## config.mk

```make
export PLATFORM = sky130hd
export DESIGN_NAME = cta_parser
export DESIGN_NICKNAME = d
export VERILOG_FILES = /design/src/cta_pkg.sv /design/src/cta_parser.sv
export SDC_FILE = /design/constraint.sdc
export NUM_CORES = 1
export LEC_CHECK = 0
export ABC_CLOCK_PERIOD_IN_PS = 9150
export BUFFER_PORTS_ARGS = -buffer_cell sky130_fd_sc_hd__buf_2
export CAP_MARGIN = 20
export CORE_MARGIN = 2
export CORE_UTILIZATION = 60
export CTS_CLUSTER_DIAMETER = 120
export DETAILED_ROUTE_END_ITERATION = 12
export PLACE_DENSITY = 0.86
export REMOVE_ABC_BUFFERS = 1
export SYNTH_ARGS = -nofsm -noshare
export SYNTH_HDL_FRONTEND = slang
export SYNTH_SLANG_ARGS = --single-unit
```

## constraint.sdc

```tcl
create_clock -name i_sys_clk -period 9.15 [get_ports i_sys_clk]
set_input_delay 1.3725 -clock i_sys_clk [delete_from_list [all_inputs] [get_ports i_sys_clk]]
set_output_delay 1.3725 -clock i_sys_clk [all_outputs]
set_load 0.02 [all_outputs]
```

## src/cta_pkg.sv

```systemverilog
package cta_pkg;

  // Clock and time base
  localparam int unsigned CLK_PERIOD_NS = 8;
  localparam int unsigned US_NS = 1000;
  localparam int unsigned CYC_PER_US = US_NS / CLK_PERIOD_NS;
  localparam logic [6:0] CYC_LAST = 7'(CYC_PER_US - 1);
  localparam logic [15:0] US_MAX = 16'hffff;

  // Element layout
  localparam logic [7:0] HDR_LEN = 8'h02;
  localparam logic [7:0] MIN_IE_LEN = 8'h05;
  localparam logic [2:0] SETUP_LAST = 3'h7;

  // Attribute byte fields
  localparam int unsigned TYPE_LSB = 6;
  localparam int unsigned SETUP_BIT = 5;
  localparam int unsigned DIR_BIT = 4;
  localparam int unsigned EP_LSB = 0;
  localparam int unsigned EP_W = 4;

  // Block type codes
  localparam logic [1:0] TYPE_RX = 2'h0;
  localparam logic [1:0] TYPE_TX = 2'h1;
  localparam logic [1:0] TYPE_DN = 2'h2;
  localparam logic [1:0] TYPE_RSV = 2'h3;

  // Slot table
  localparam int unsigned TBL_DEPTH = 8;
  localparam logic [3:0] TBL_FULL = 4'h8;
  localparam logic [16:0] LAST_SLOT_US = 17'h00100;

  // Register map
  localparam logic [7:0] REG_CTRL = 8'h00;
  localparam logic [7:0] REG_STATUS = 8'h04;
  localparam int unsigned CTRL_ADDR_LSB = 0;
  localparam int unsigned CTRL_EN_BIT = 8;
  localparam logic [7:0] CTRL_ADDR_RST = 8'h00;
  localparam int unsigned ST_CNT_LSB = 0;
  localparam int unsigned ST_LEN_ERR = 4;
  localparam int unsigned ST_OVF = 5;
  localparam int unsigned ST_RSV = 6;
  localparam int unsigned ST_ACT = 7;

  typedef enum logic [7:0] {
    S_IDLE  = 8'h01,
    S_ID    = 8'h02,
    S_ATTR  = 8'h04,
    S_SLO   = 8'h08,
    S_SHI   = 8'h10,
    S_DEV   = 8'h20,
    S_SETUP = 8'h40,
    S_SKIP  = 8'h80
  } cta_fsm_t;

endpackage : cta_pkg

```

## src/cta_parser.sv

```systemverilog
`timescale 1ns/10ps
// Functional notes
// - Element is length byte, identifier byte, then one or more blocks.
// - Length byte counts the whole element including itself.
// - Block has attribute at offset zero, microsecond start at offset one.
// - Start times count from the command packet preamble start.
// - Attribute bits 7:6 give block type: receive, transmit, notify, reserved.
// - Receive and transmit blocks carry endpoint number in attribute bits 3:0.
// - Bit 5 flags setup stage; eight setup bytes follow the block.
// - Notification blocks have bits 5:0 zero; device ignores them.
// - Device listens throughout a receive slot addressed to it.
// - Device transmits within a transmit slot addressed to it.
// - In a notification slot only device notifications are sent.
// - Transmit bit 4: zero OUT endpoint handshakes, one IN endpoint answers.
// - Data blocks carry device address at offset three; act only on own.
module cta_parser (
  input wire logic i_sys_clk,
  input wire logic i_rstn,
  input wire logic i_preamble,
  input wire logic i_ie_valid,
  input wire logic i_ie_first,
  input wire logic [7:0] i_ie_data,
  input wire logic [7:0] i_addr,
  input wire logic [31:0] i_wdata,
  input wire logic i_wr,
  input wire logic i_rd,
  output logic [31:0] o_rdata,
  output logic o_rx_listen,
  output logic o_tx_slot,
  output logic o_tx_in_ep,
  output logic o_dn_slot,
  output logic [3:0] o_slot_ep,
  output logic o_slot_setup,
  output logic [63:0] o_setup_data,
  output logic o_setup_valid
);

  ////////////////////////////////////////////////////////////////////////////
  typedef struct packed {
    cta_pkg::cta_fsm_t fsm;
    logic [7:0] len;
    logic [7:0] cnt;
    logic [7:0] attr;
    logic [15:0] start;
    logic mine;
    logic [2:0] sidx;
    logic [63:0] setup;
    logic [63:0] setup_out;
    logic [3:0] n;
    // Foreign blocks are kept too, since they still bound the slots
    logic [cta_pkg::TBL_DEPTH-1:0][15:0] tb_start;
    logic [cta_pkg::TBL_DEPTH-1:0][7:0] tb_attr;
    logic [cta_pkg::TBL_DEPTH-1:0] tb_mine;
    logic [3:0] cur;
    logic [2:0] slot;
    logic act;
    logic [6:0] cyc;
    logic [15:0] us;
    logic [7:0] dev_addr;
    logic en;
    logic len_err;
    logic ovf;
    logic rsv;
    logic [31:0] rdata;
    logic rx;
    logic tx;
    logic in_ep;
    logic dn;
    logic [3:0] ep;
    logic slot_setup;
    logic setup_vld;
  } cta_state_t;

  cta_state_t s_q;
  cta_state_t s_d;

  function automatic logic [1:0] blk_type(input logic [7:0] a);
    return a[cta_pkg::TYPE_LSB +: 2];
  endfunction : blk_type

  function automatic logic is_data(input logic [7:0] a);
    return (blk_type(a) == cta_pkg::TYPE_RX) || (blk_type(a) == cta_pkg::TYPE_TX);
  endfunction : is_data

  function automatic logic [3:0] ep_of(input logic [7:0] a);
    return a[cta_pkg::EP_LSB +: cta_pkg::EP_W];
  endfunction : ep_of

  function automatic logic setup_of(input logic [7:0] a);
    return a[cta_pkg::SETUP_BIT];
  endfunction : setup_of

  function automatic logic in_of(input logic [7:0] a);
    return a[cta_pkg::DIR_BIT];
  endfunction : in_of

  // Unused status bits read zero so the map can grow later
  function automatic logic [31:0] status_word(input cta_state_t s);
    logic [31:0] w;
    w = 32'h00000000;
    w[cta_pkg::ST_CNT_LSB +: 4] = s.n;
    w[cta_pkg::ST_LEN_ERR] = s.len_err;
    w[cta_pkg::ST_OVF] = s.ovf;
    w[cta_pkg::ST_RSV] = s.rsv;
    w[cta_pkg::ST_ACT] = s.act;
    return w;
  endfunction : status_word

  function automatic logic [31:0] ctrl_word(input cta_state_t s);
    logic [31:0] w;
    w = 32'h00000000;
    w[cta_pkg::CTRL_ADDR_LSB +: 8] = s.dev_addr;
    w[cta_pkg::CTRL_EN_BIT] = s.en;
    return w;
  endfunction : ctrl_word

  function automatic logic [31:0] reg_read(input logic [7:0] a, input cta_state_t s);
    logic [31:0] w;
    w = 32'h00000000;
    case (a)
      cta_pkg::REG_CTRL: begin
        w = ctrl_word(s);
      end
      cta_pkg::REG_STATUS: begin
        w = status_word(s);
      end
      default: begin
        w = 32'h00000000;
      end
    endcase
    return w;
  endfunction : reg_read

  ////////////////////////////////////////////////////////////////////////////
  // An entry is due once the time base has reached its start time
  logic [cta_pkg::TBL_DEPTH-1:0] due;

  for (genvar k = 0; k < cta_pkg::TBL_DEPTH; k++) begin : g_due
    assign due[k] = (s_q.us >= s_q.tb_start[k]);
  end : g_due

  ////////////////////////////////////////////////////////////////////////////
  always_comb begin
    logic last;
    logic commit;
    logic [16:0] slot_end;
    logic [2:0] nx;
    logic [7:0] sa;
    logic sm;
    logic tick;
    logic full;
    logic wr_ctrl;

    last = 1'b0;
    commit = 1'b0;
    slot_end = 17'h00000;
    nx = 3'h0;
    sa = 8'h00;
    sm = 1'b0;
    tick = 1'b0;
    full = 1'b0;
    wr_ctrl = 1'b0;

    s_d = s_q;
    s_d.setup_vld = 1'b0;

    // Register port
    wr_ctrl = i_wr && (i_addr == cta_pkg::REG_CTRL);
    if (wr_ctrl) begin
      s_d.dev_addr = i_wdata[cta_pkg::CTRL_ADDR_LSB +: 8];
      s_d.en = i_wdata[cta_pkg::CTRL_EN_BIT];
    end
    s_d.rdata = 32'h00000000;
    if (i_rd) begin
      s_d.rdata = reg_read(i_addr, s_q);
    end

    // Microsecond time base restarts at each command preamble
    tick = (s_q.cyc == cta_pkg::CYC_LAST);
    if (i_preamble) begin
      s_d.cyc = 7'h00;
      s_d.us = 16'h0000;
    end else if (tick) begin
      s_d.cyc = 7'h00;
      // Saturates rather than wraps, so a late slot never reopens early
      if (s_q.us != cta_pkg::US_MAX) begin
        s_d.us = s_q.us + 16'h0001;
      end
    end else begin
      s_d.cyc = s_q.cyc + 7'h01;
    end

    // Element parser; one element per command is assumed, a new first byte restarts
    if (i_ie_valid && i_ie_first) begin
      s_d.len = i_ie_data;
      s_d.cnt = 8'h01;
      s_d.n = 4'h0;
      s_d.cur = 4'h0;
      s_d.act = 1'b0;
      s_d.ovf = 1'b0;
      s_d.rsv = 1'b0;
      // A short element cannot hold even one block, so it is dropped whole
      s_d.len_err = (i_ie_data < cta_pkg::MIN_IE_LEN);
      s_d.fsm = (i_ie_data < cta_pkg::MIN_IE_LEN) ? cta_pkg::S_IDLE : cta_pkg::S_ID;
    end else if (i_ie_valid && s_q.fsm != cta_pkg::S_IDLE) begin
      s_d.cnt = s_q.cnt + 8'h01;
      // Final byte index is one below the length
      last = (s_q.cnt == s_q.len - 8'h01);
      case (s_q.fsm)
        cta_pkg::S_ID: begin
          s_d.fsm = cta_pkg::S_ATTR;
        end
        cta_pkg::S_ATTR: begin
          s_d.attr = i_ie_data;
          if (blk_type(i_ie_data) == cta_pkg::TYPE_RSV) begin
            // Layout of a reserved block is unknown, so the rest is dropped
            s_d.rsv = 1'b1;
            s_d.fsm = cta_pkg::S_SKIP;
          end else begin
            s_d.fsm = cta_pkg::S_SLO;
          end
        end
        cta_pkg::S_SLO: begin
          s_d.start[7:0] = i_ie_data;
          s_d.fsm = cta_pkg::S_SHI;
        end
        cta_pkg::S_SHI: begin
          s_d.start[15:8] = i_ie_data;
          if (is_data(s_q.attr)) begin
            s_d.fsm = cta_pkg::S_DEV;
          end else begin
            s_d.mine = 1'b1;
            commit = 1'b1;
            s_d.fsm = cta_pkg::S_ATTR;
          end
        end
        cta_pkg::S_DEV: begin
          // Foreign blocks are stored as well, they still end the slot before them
          s_d.mine = s_q.en && (i_ie_data == s_q.dev_addr);
          commit = 1'b1;
          s_d.sidx = 3'h0;
          s_d.fsm = s_q.attr[cta_pkg::SETUP_BIT] ? cta_pkg::S_SETUP : cta_pkg::S_ATTR;
        end
        cta_pkg::S_SETUP: begin
          s_d.setup[{s_q.sidx, 3'h0} +: 8] = i_ie_data;
          s_d.sidx = s_q.sidx + 3'h1;
          if (s_q.sidx == cta_pkg::SETUP_LAST) begin
            s_d.setup_vld = s_q.mine;
            // Bytes are staged so a foreign block leaves the output word alone
            if (s_q.mine) begin
              s_d.setup_out = s_d.setup;
            end
            s_d.fsm = cta_pkg::S_ATTR;
          end
        end
        cta_pkg::S_SKIP: begin
          // Reserved layout is unknown; wait here until the length runs out
          s_d.fsm = cta_pkg::S_SKIP;
        end
        default: begin
          s_d.fsm = cta_pkg::S_IDLE;
        end
      endcase
      full = (s_q.n == cta_pkg::TBL_FULL);
      if (commit) begin
        // A block beyond the table depth is flagged, not stored
        if (full) begin
          s_d.ovf = 1'b1;
        end else begin
          s_d.tb_start[s_q.n[2:0]] = s_d.start;
          s_d.tb_attr[s_q.n[2:0]] = s_q.attr;
          s_d.tb_mine[s_q.n[2:0]] = s_d.mine;
          s_d.n = s_q.n + 4'h1;
        end
      end
      if (last) begin
        // Element ending inside a block means the length was wrong
        if (s_d.fsm != cta_pkg::S_ATTR && s_d.fsm != cta_pkg::S_SKIP) begin
          s_d.len_err = 1'b1;
        end
        s_d.fsm = cta_pkg::S_IDLE;
      end
    end

    // Slot scheduler: a slot runs until the next start, the last one for a fixed span
    slot_end = {1'b0, s_q.tb_start[s_q.slot]} + cta_pkg::LAST_SLOT_US;
    nx = s_q.cur[2:0];
    if (!(i_ie_valid && i_ie_first)) begin
      // One entry opens per cycle; starts a microsecond apart never collide
      if (s_q.cur < s_q.n && due[nx]) begin
        s_d.act = 1'b1;
        s_d.slot = nx;
        s_d.cur = s_q.cur + 4'h1;
      end else if (s_q.act && s_q.cur >= s_q.n && {1'b0, s_q.us} >= slot_end) begin
        s_d.act = 1'b0;
      end
    end

    // Slot outputs; blocks for other devices still bound the slot but drive nothing
    sa = s_q.tb_attr[s_d.slot];
    sm = s_q.tb_mine[s_d.slot];
    s_d.rx = s_d.act && sm && blk_type(sa) == cta_pkg::TYPE_RX;
    s_d.tx = s_d.act && sm && blk_type(sa) == cta_pkg::TYPE_TX;
    s_d.dn = s_d.act && blk_type(sa) == cta_pkg::TYPE_DN;
    if (s_d.rx || s_d.tx) begin
      s_d.ep = ep_of(sa);
      s_d.slot_setup = setup_of(sa);
      s_d.in_ep = s_d.tx && in_of(sa);
    end else begin
      s_d.ep = 4'h0;
      s_d.slot_setup = 1'b0;
      s_d.in_ep = 1'b0;
    end
  end

  ////////////////////////////////////////////////////////////////////////////
  always_ff @(posedge i_sys_clk or negedge i_rstn) begin
    if (!i_rstn) begin
      s_q <= '0;
      s_q.fsm <= cta_pkg::S_IDLE;
      // Address field and state have their own reset constants, the rest clears
      s_q.dev_addr <= cta_pkg::CTRL_ADDR_RST;
    end else begin
      s_q <= s_d;
    end
  end

  ////////////////////////////////////////////////////////////////////////////
  assign o_rdata = s_q.rdata;
  assign o_rx_listen = s_q.rx;
  assign o_tx_slot = s_q.tx;
  assign o_tx_in_ep = s_q.in_ep;
  assign o_dn_slot = s_q.dn;
  assign o_slot_ep = s_q.ep;
  assign o_slot_setup = s_q.slot_setup;
  assign o_setup_data = s_q.setup_out;
  assign o_setup_valid = s_q.setup_vld;

endmodule : cta_parser

```

==> summary.txt, run 1 <==
Setup path
  • Standard cell with the maximum stage delay on the critical path: o211ai_1
  • Critical path's top delay family: compound AO/OA/AOI/OAI gates
  • Origin of the critical flop-to-flop path: s_q[79]
  • Buffers & Inverters on Critical Path: 1
  • RR Endpoint: o_slot_ep[2]
  • Critical path launch point type: register
  • Logic depth of the worst register-to-register path: 17
  • Critical-path maximum fanout: 32
  • Worst-case register-to-register setup slack: 3.57 ns
  • CP Data Required Time: 9.55 ns
  • Data arrival time at the worst-slack endpoint: 5.98 ns
  • Crit-path max cell delay: 0.89 ns
  • WS Path Type: reg -> reg
  • Capturing element type of the critical path: register
  • Ordered list of cells on the worst path: buf_4 -> mux4_2 -> mux2_2 -> ha_1 -> nand2b_1 -> or2_2 -> xnor2_1 -> ha_1 -> nand3_1 -> nor4_1 -> a41oi_1 -> a22oi_1 -> nand2_1 -> a2111oi_0 -> a21oi_1 -> o211ai_1 -> a2111oi_0

Global routing
  • Vias in the first global route: 19100
  • GRT overflow: 0
  • First-pass GRT wire length: 100000 µm
  • Total GRT Usage: 0.302
  • Largest net degree at the start of global routing: 155
  • Antenna violations before repair: 0

Logic synthesis
  • Number of instances in the synthesized netlist: 2527
  • Portion of the post-synthesis area used by sequential elements: 0.454
  • Post-synthesis xor/xnor area fraction: 0.0178
  • Number of different library cells in the post-synthesis netlist: 75
  • Mux contribution to synthesized area: 0.112
  • Simple-gate area share of the yosys netlist: 0.132
  • Post-synth ARST share: 1.00
  • Adder-Cell Fraction of Synth Area: 0.0835
  • Number of synthesized register bits: 446
  • Count of synthesis-stage warnings from yosys: 0
  • Synth Area per Inst: 9.73 µm²
  • Mapped cell area: 0.0246 mm²
  • Number of flops mapped to enable cells by yosys: 0
  • Complex-gate fraction of the synthesized area: 0.126
  • Most frequently used flop master after synthesis: dfrtp_1
  • Main combinational cell family by area after synthesis: simple AND/OR/NAND/NOR gates

Clocking
  • CTS hold repair buffers: 0
  • Reg clk slew, reported paths: 0.06 ns
  • Clock latency at the later pin of the worst-skew pair: 0.60 ns
  • Number of buffers created by CTS: 46
  • Buffer type at the clock tree root: clkbuf_16
  • Setup Buffers After CTS: 0
  • Clock buffer depth: 3
  • Gates resized, CTS repair: 0
  • TritonCTS clock tree: yes
  • # H-tree levels: 2
  • Sinks on Clock Net: 446

Routing
  • Via count: 19100
  • First-pass DRT Iterations: 6
  • DRC viols: 0
  • Final antenna-violating net count: 0
  • Detail-routed via count per cell: 6.18
  • Routed wire per std cell: 20.6 µm
  • Total Routed Length: 63400 µm
  • First DRT Iteration DRCs: 1730

Floorplanning
  • Number of top-level design ports: 161
  • Number of rows created at floorplan: 74
  • Die Footprint: 0.0426 mm²
  • Horizontal extent of the die: 206 µm
  • Die extent in y: 206 µm
  • Effective utilization at floorplan: 0.605
  • Placeable core region: 0.0406 mm²

Timing
  • Max Fclk: 0.179 GHz
  • Worst Clk Skew: 0.0159 ns
  • Setup Viol. Count Final: 0
  • Hold Worst Slack: 0.478 ns
  • Final min period: 5.58 ns
  • Share of the clock period used by the worst path after layout: 0.609
  • Final count of hold timing violations: 0
  • Post-Route Setup TNS: 0 ns
  • Setup slack after layout: 3.57 ns
  • Number of max-slew violations in the final report: 0
  • Relative slew margins: 0.255
  • Transition time at the pin with the least slew margin: 1.11 ns
  • Setup repair after global routing missed its margin: no

Power
  • Worst voltage drop across the vdd grid: 0.000176 V
  • Leakage power: 12.3 nW
  • Pwr Density: 172 mW/mm²
  • Final total power: 4.56 mW

Placement
  • Worst slack after detailed placement: 3.49 ns
  • Placed wire-length estimate after detailed placement: 41400 µm
  • Number of buffer cells added on primary ports: 114
  • Weighted congestion reported at the end of routability-driven placement: 0.962
  • Cell area after placement: 0.0249 mm²

Layout
  • Share of post-route cells with drive strength above 1: 0.152
  • Number of nets in the layout: 2734
  • FILL cells: 3014
  • Post-route cell area: 0.0265 mm²
  • Synthesis-to-finish area growth: 7.88%
  • Number of antenna cells inserted: 0
  • Area of combinational cells with multiple inputs: 0.0117 mm²
  • Register Area: 0.0112 mm²

Worst hold path
  • Hold Path Stages: 2
  • Min-Delay Startpoint: s_q[402]
  • Endpoint with the worst hold slack: s_q[402]
  • Hold crit path type: reg -> reg

Run status
  • Run status: completed

Job
  • Reported max-cap violation count: 0
-- report_power, final --
part           total, mW  switching, mW  leakage [nW]  internal, mW
Sequential          2.08         0.0812          6.19          2.00
Combinational      0.498          0.312          5.31         0.186
Clock               1.98          0.825         0.784          1.15
-- how the worst max path moves through the flow --
stage | start | endpoint | slack (ns) | depth (start not counted)
2_1_floorplan | i_ie_valid | o_setup_data[0] | 3.88 | 6
3_3_place_gp | s_q[61] | o_slot_ep[3] | 3.69 | 12
3_5_place_dp | s_q[65] | o_slot_ep[3] | 3.49 | 12
4_1_cts | s_q[61] | o_slot_ep[3] | 3.42 | 12
5_1_grt | s_q[79] | o_slot_ep[2] | 3.42 | 17
6_report | s_q[79] | o_slot_ep[2] | 3.57 | 17
-- cells in the mapped netlist, types with 8 or more instances --
cell type  count  area [µm²]
dfrtp_1      445       11100
nand2_1      284        1070
nor2_1       272        1020
a21oi_1      223        1120
o21ai_0      178         891
ha_1         164        2050
inv_1        151         567
mux2_2       112        1260
buf_4        101         758
clkbuf_1      95         357
mux2i_1       54         541
mux4_2        40         901
a31oi_1       36         225
nor2b_1       34         213
nand3_1       29         145
xor2_1        26         228
xnor2_1       24         210
nand2b_1      21         131
buf_2         19        95.1
nor3_1        19        95.1
nand4_1       16         100
a211oi_1      15         113
nor4_1        15        93.8
and2_1        12        75.1
or3_1          9        56.3
a21o_1         8        60.1
o21a_1         8        60.1
o21ai_1        8        40.0
-- layout make-up --
cell class | instances | area share
clock buffer | 60 | 0.0492
clock inverter | 24 | 0.0107
inverter | 154 | 0.0218
multi-input combinational | 1729 | 0.442
sequential | 446 | 0.421
tap | 532 | 0.0251
timing repair buffer | 138 | 0.0307
-- routing by layer --
layer | track usage | routed length (µm)
met1 | 0.389 | 24800
met2 | 0.488 | 30400
met3 | 0.0531 | 5050
met4 | 0.158 | 3120
met5 | 0 | 0
-- cell usage in the layout, fill, tap and decap left out, types with 7 or more instances in the layout --
cell         n
nand2b_1    21
o21a_1       8
dfrtp_1    444
buf_4       21
a2111oi_0    7
o21ai_1      8
clkbuf_16   47
inv_1      151
mux2_2     112
or3_1        9
ha_1       164
a21oi_1    223
mux4_2      40
and2_1      12
mux2i_1     54
nand4_1     16
clkbuf_8     8
xor2_1      26
nand3_1     29
nor2_1     269
nor4_1      15
nand2_1    284
clkinv_2    11
xnor2_1     24
nor2b_1     34
buf_2      113
o22ai_1      7
conb_1      23
nor3_1      16
a21o_1       8
a31oi_1     36
a211oi_1    15
o21ai_0    178
-- cell families after synthesis --
kind of cell / Yosys count
fa+ha+maj: 164
flops: 446
other cells: 1
mux: 211
buf+inv: 374
xor+xnor: 50
simple gates: 742
compound gates: 539
-- through the flow --
stage,instances,utilization
finish,3083,0.652
CTS,3080,0.651
detailed placement,2996,0.612
global placement,2996,0.612
global route,3083,0.652
floorplan,2329,-
-- worst register-to-register path: stages, from the launching register on --
cell	delay, ns
dfrtp_1	0.60
buf_4	0.57
mux4_2	0.35
mux2_2	0.21
ha_1	0.19
nand2b_1	0.10
or2_2	0.31
xnor2_1	0.14
ha_1	0.31
nand3_1	0.10
nor4_1	0.32
a41oi_1	0.20
a22oi_1	0.21
nand2_1	0.11
a2111oi_0	0.35
a21oi_1	0.23
o211ai_1	0.90
a2111oi_0	0.19
Power figures use the tool's default switching activity.
==> inputs of run 2 (changes only) <==
Settings changed: ABC_CLOCK_PERIOD_IN_PS 9150 to 4550, CORE_UTILIZATION 60 to 56, PLACE_DENSITY 0.86 to 0.85.
Clock period 9.15 ns to 4.55 ns, I/O delays scaled along.
==> summary.txt, run 2 (synthesis gave the netlist of run 1 again) <==
Placement
  • Weighted congestion reported at the end of routability-driven placement: 0.983 (+2.2%)
  • Worst slack after detailed placement: 0.0926 ns (-3.40 ns)
  • Cell Count Post-Placement: 3077 (+2.7%)
  • Cell area after placement: 0.0252 mm² (+1.3%)
  • Number of buffer cells added on primary ports: 114 (unchanged)
  • Placed wire-length estimate after detailed placement: 43700 µm (+5.6%)

Global routing
  • GRT overflow: 0 (unchanged)
  • First-pass GRT wire length: 103000 µm (+2.5%)
  • Vias in the first global route: 19400 (+1.8%)
  • Total GRT Usage: 0.289 (-0.0129)
  • Antenna violations before repair: 0 (unchanged)
  • Largest net degree at the start of global routing: 110 (-29%)

Layout
  • FILL cells: 3353 (+11%)
  • Synthesis-to-finish area growth: 9.18%
  • Number of nets in the layout: 2760 (+0.95%)
  • Post-route non-filler standard cell count: 3164 (+2.6%)
  • Share of post-route cells with drive strength above 1: 0.163 (+0.0111)
  • Number of antenna cells inserted: 0 (unchanged)
  • Leading cell type in the layout, fill and taps excluded: dfrtp_1
  • Post-route cell area: 0.0268 mm² (+1.2%)
  • Most frequent cells in the layout: 443 x dfrtp_1, 284 x nand2_1, 269 x nor2_1, 222 x a21oi_1, 178 x o21ai_0
  • Final core utilization: 0.622 (-0.0307)

Power
  • Final total power: 9.25 mW (+100%)
  • Pwr Density: 345 mW/mm² (+100%)
  • Worst voltage drop across the vdd grid: 0.000346 V (+97%)
  • Leakage power: 12.4 nW (+1.2%)

Clocking
  • # H-tree levels: 2 (unchanged)
  • Reg clk slew, reported paths: 0.07 ns (about the same)
  • Buffer type at the clock tree root: clkbuf_16
  • Number of buffers created by CTS: 47 (+2.2%)
  • CTS hold repair buffers: 0 (unchanged)
  • Setup Buffers After CTS: 0 (unchanged)
  • Sinks on Clock Net: 446 (unchanged)
  • Gates resized, CTS repair: 0 (unchanged)
  • Clock buffer depth: 3 (unchanged)
  • TritonCTS clock tree: yes
  • Clock latency at the later pin of the worst-skew pair: 0.62 ns (+0.02 ns)

Setup path
  • Critical path launch point type: register
  • Origin of the critical flop-to-flop path: s_q[78]
  • Data arrival time at the worst-slack endpoint: 4.74 ns (-1.24 ns)
  • Critical-path maximum fanout: 9 (-72%)
  • Crit path from: s_q[78]
  • Capturing element type of the critical path: register
  • WS Path Type: reg -> reg
  • CP Data Required Time: 5.02 ns (-4.53 ns)

Floorplanning
  • Die Footprint: 0.0456 mm² (+7.0%)
  • Die extent in y: 214 µm (+3.4%)
  • Number of rows created at floorplan: 76 (+2.7%)
  • Number of top-level design ports: 161 (unchanged)
  • Effective utilization at floorplan: 0.569 (-0.0354)
  • Horizontal extent of the die: 214 µm (+3.4%)
  • Placeable core region: 0.0432 mm² (+6.2%)

Routing
  • Total Routed Length: 64700 µm (+2.0%)
  • Final antenna-violating net count: 0 (unchanged)
  • DRC viols: 0 (unchanged)
  • Via count: 19100 (+0.18%)
  • First-pass DRT Iterations: 6 (unchanged)
  • Detail-routed via count per cell: 6.04 (-2.4%)
  • Routed wire per std cell: 20.4 µm (-0.58%)
  • First DRT Iteration DRCs: 1690 (-2.3%)

Run status
  • Run status: completed

Timing
  • Max Fclk: 0.234 GHz (+30%)
  • Setup slack after layout: 0.274 ns (-3.30 ns)
  • Transition time at the pin with the least slew margin: 1.16 ns (+0.0501 ns)
  • Hold Worst Slack: 0.103 ns (-0.375 ns)
  • Post-Route Setup TNS: 0 ns (unchanged)
  • Number of max-slew violations in the final report: 0 (unchanged)
  • Setup repair after global routing missed its margin: no
  • Final count of hold timing violations: 0 (unchanged)
  • Relative slew margins: 0.226 (-0.0294)
  • Worst Clk Skew: 0.0678 ns (+0.0518 ns)
  • Setup Viol. Count Final: 0 (unchanged)
  • Share of the clock period used by the worst path after layout: 0.940 (+0.330)
  • Final min period: 4.28 ns (-1.30 ns)

Worst hold path
  • Hold crit path type: in -> async

Job
  • Reported max-cap violation count: 0 (unchanged)
[run 2: cell types whose count changed in the layout (fill, tap and decap cells not counted), sizes merged]
cell      before  now
buf          138  163
clkinv        15   18
clkinvlp       3    5
inv          155  153
[run 2: worst paths after layout]
| kind | end | slack (ns) | cells after the start |
|---|---|---|---|
| min | s_q[73] | 0.10 | 1 |
| min in group i_sys_clk | s_q[47] | 0.32 | 2 |
| max reg2reg | o_slot_ep[2] | 0.27 | 17 |
| max | o_slot_ep[2] | 0.27 | 17 |
| min reg2reg | s_q[404] | 0.48 | 2 |
| max in group asynchronous | o_setup_data[0] | 3.29 | 2 |
[run 2: layout make-up]
class                           instances  area [µm²]  share of cell area
Clock buffer                           60        1320              0.0490
Clock inverter                         27         305              0.0114
Inverter                              154         578              0.0215
Multi-Input combinational cell       1729       11700               0.437
Sequential cell                       446       11200               0.416
Tap cell                              585         732              0.0273
Timing Repair Buffer                  163        1010              0.0378
[run 2: power breakdown]
| group | internal [mW] | switching (mW) |
|---|---|---|
| Sequential | 4.03 | 0.117 |
| Combinational | 0.416 | 0.676 |
| Clock | 2.34 | 1.68 |
| Total | 6.79 | 2.47 |
[run 2: worst max-delay path, cell delays in order (launching register included)]
cell       delay [ns]
dfrtp_2          0.47
buf_4            0.26
mux4_2           0.56
mux2i_1          0.28
nand2b_1         0.18
or2_2            0.12
xnor2_1          0.06
ha_1             0.31
nand3_1          0.12
nor4_1           0.25
a41oi_1          0.19
a22oi_1          0.18
nand2_1          0.12
a2111oi_2        0.36
a21oi_2          0.17
o211ai_1         0.19
buf_4            0.22
a2111oi_0        0.08
[run 2: routing by layer]
metal,global-route usage,wire length (µm)
met5,0,0
met4,0.132,2760
met3,0.0576,5030
met2,0.473,31000
met1,0.372,25900
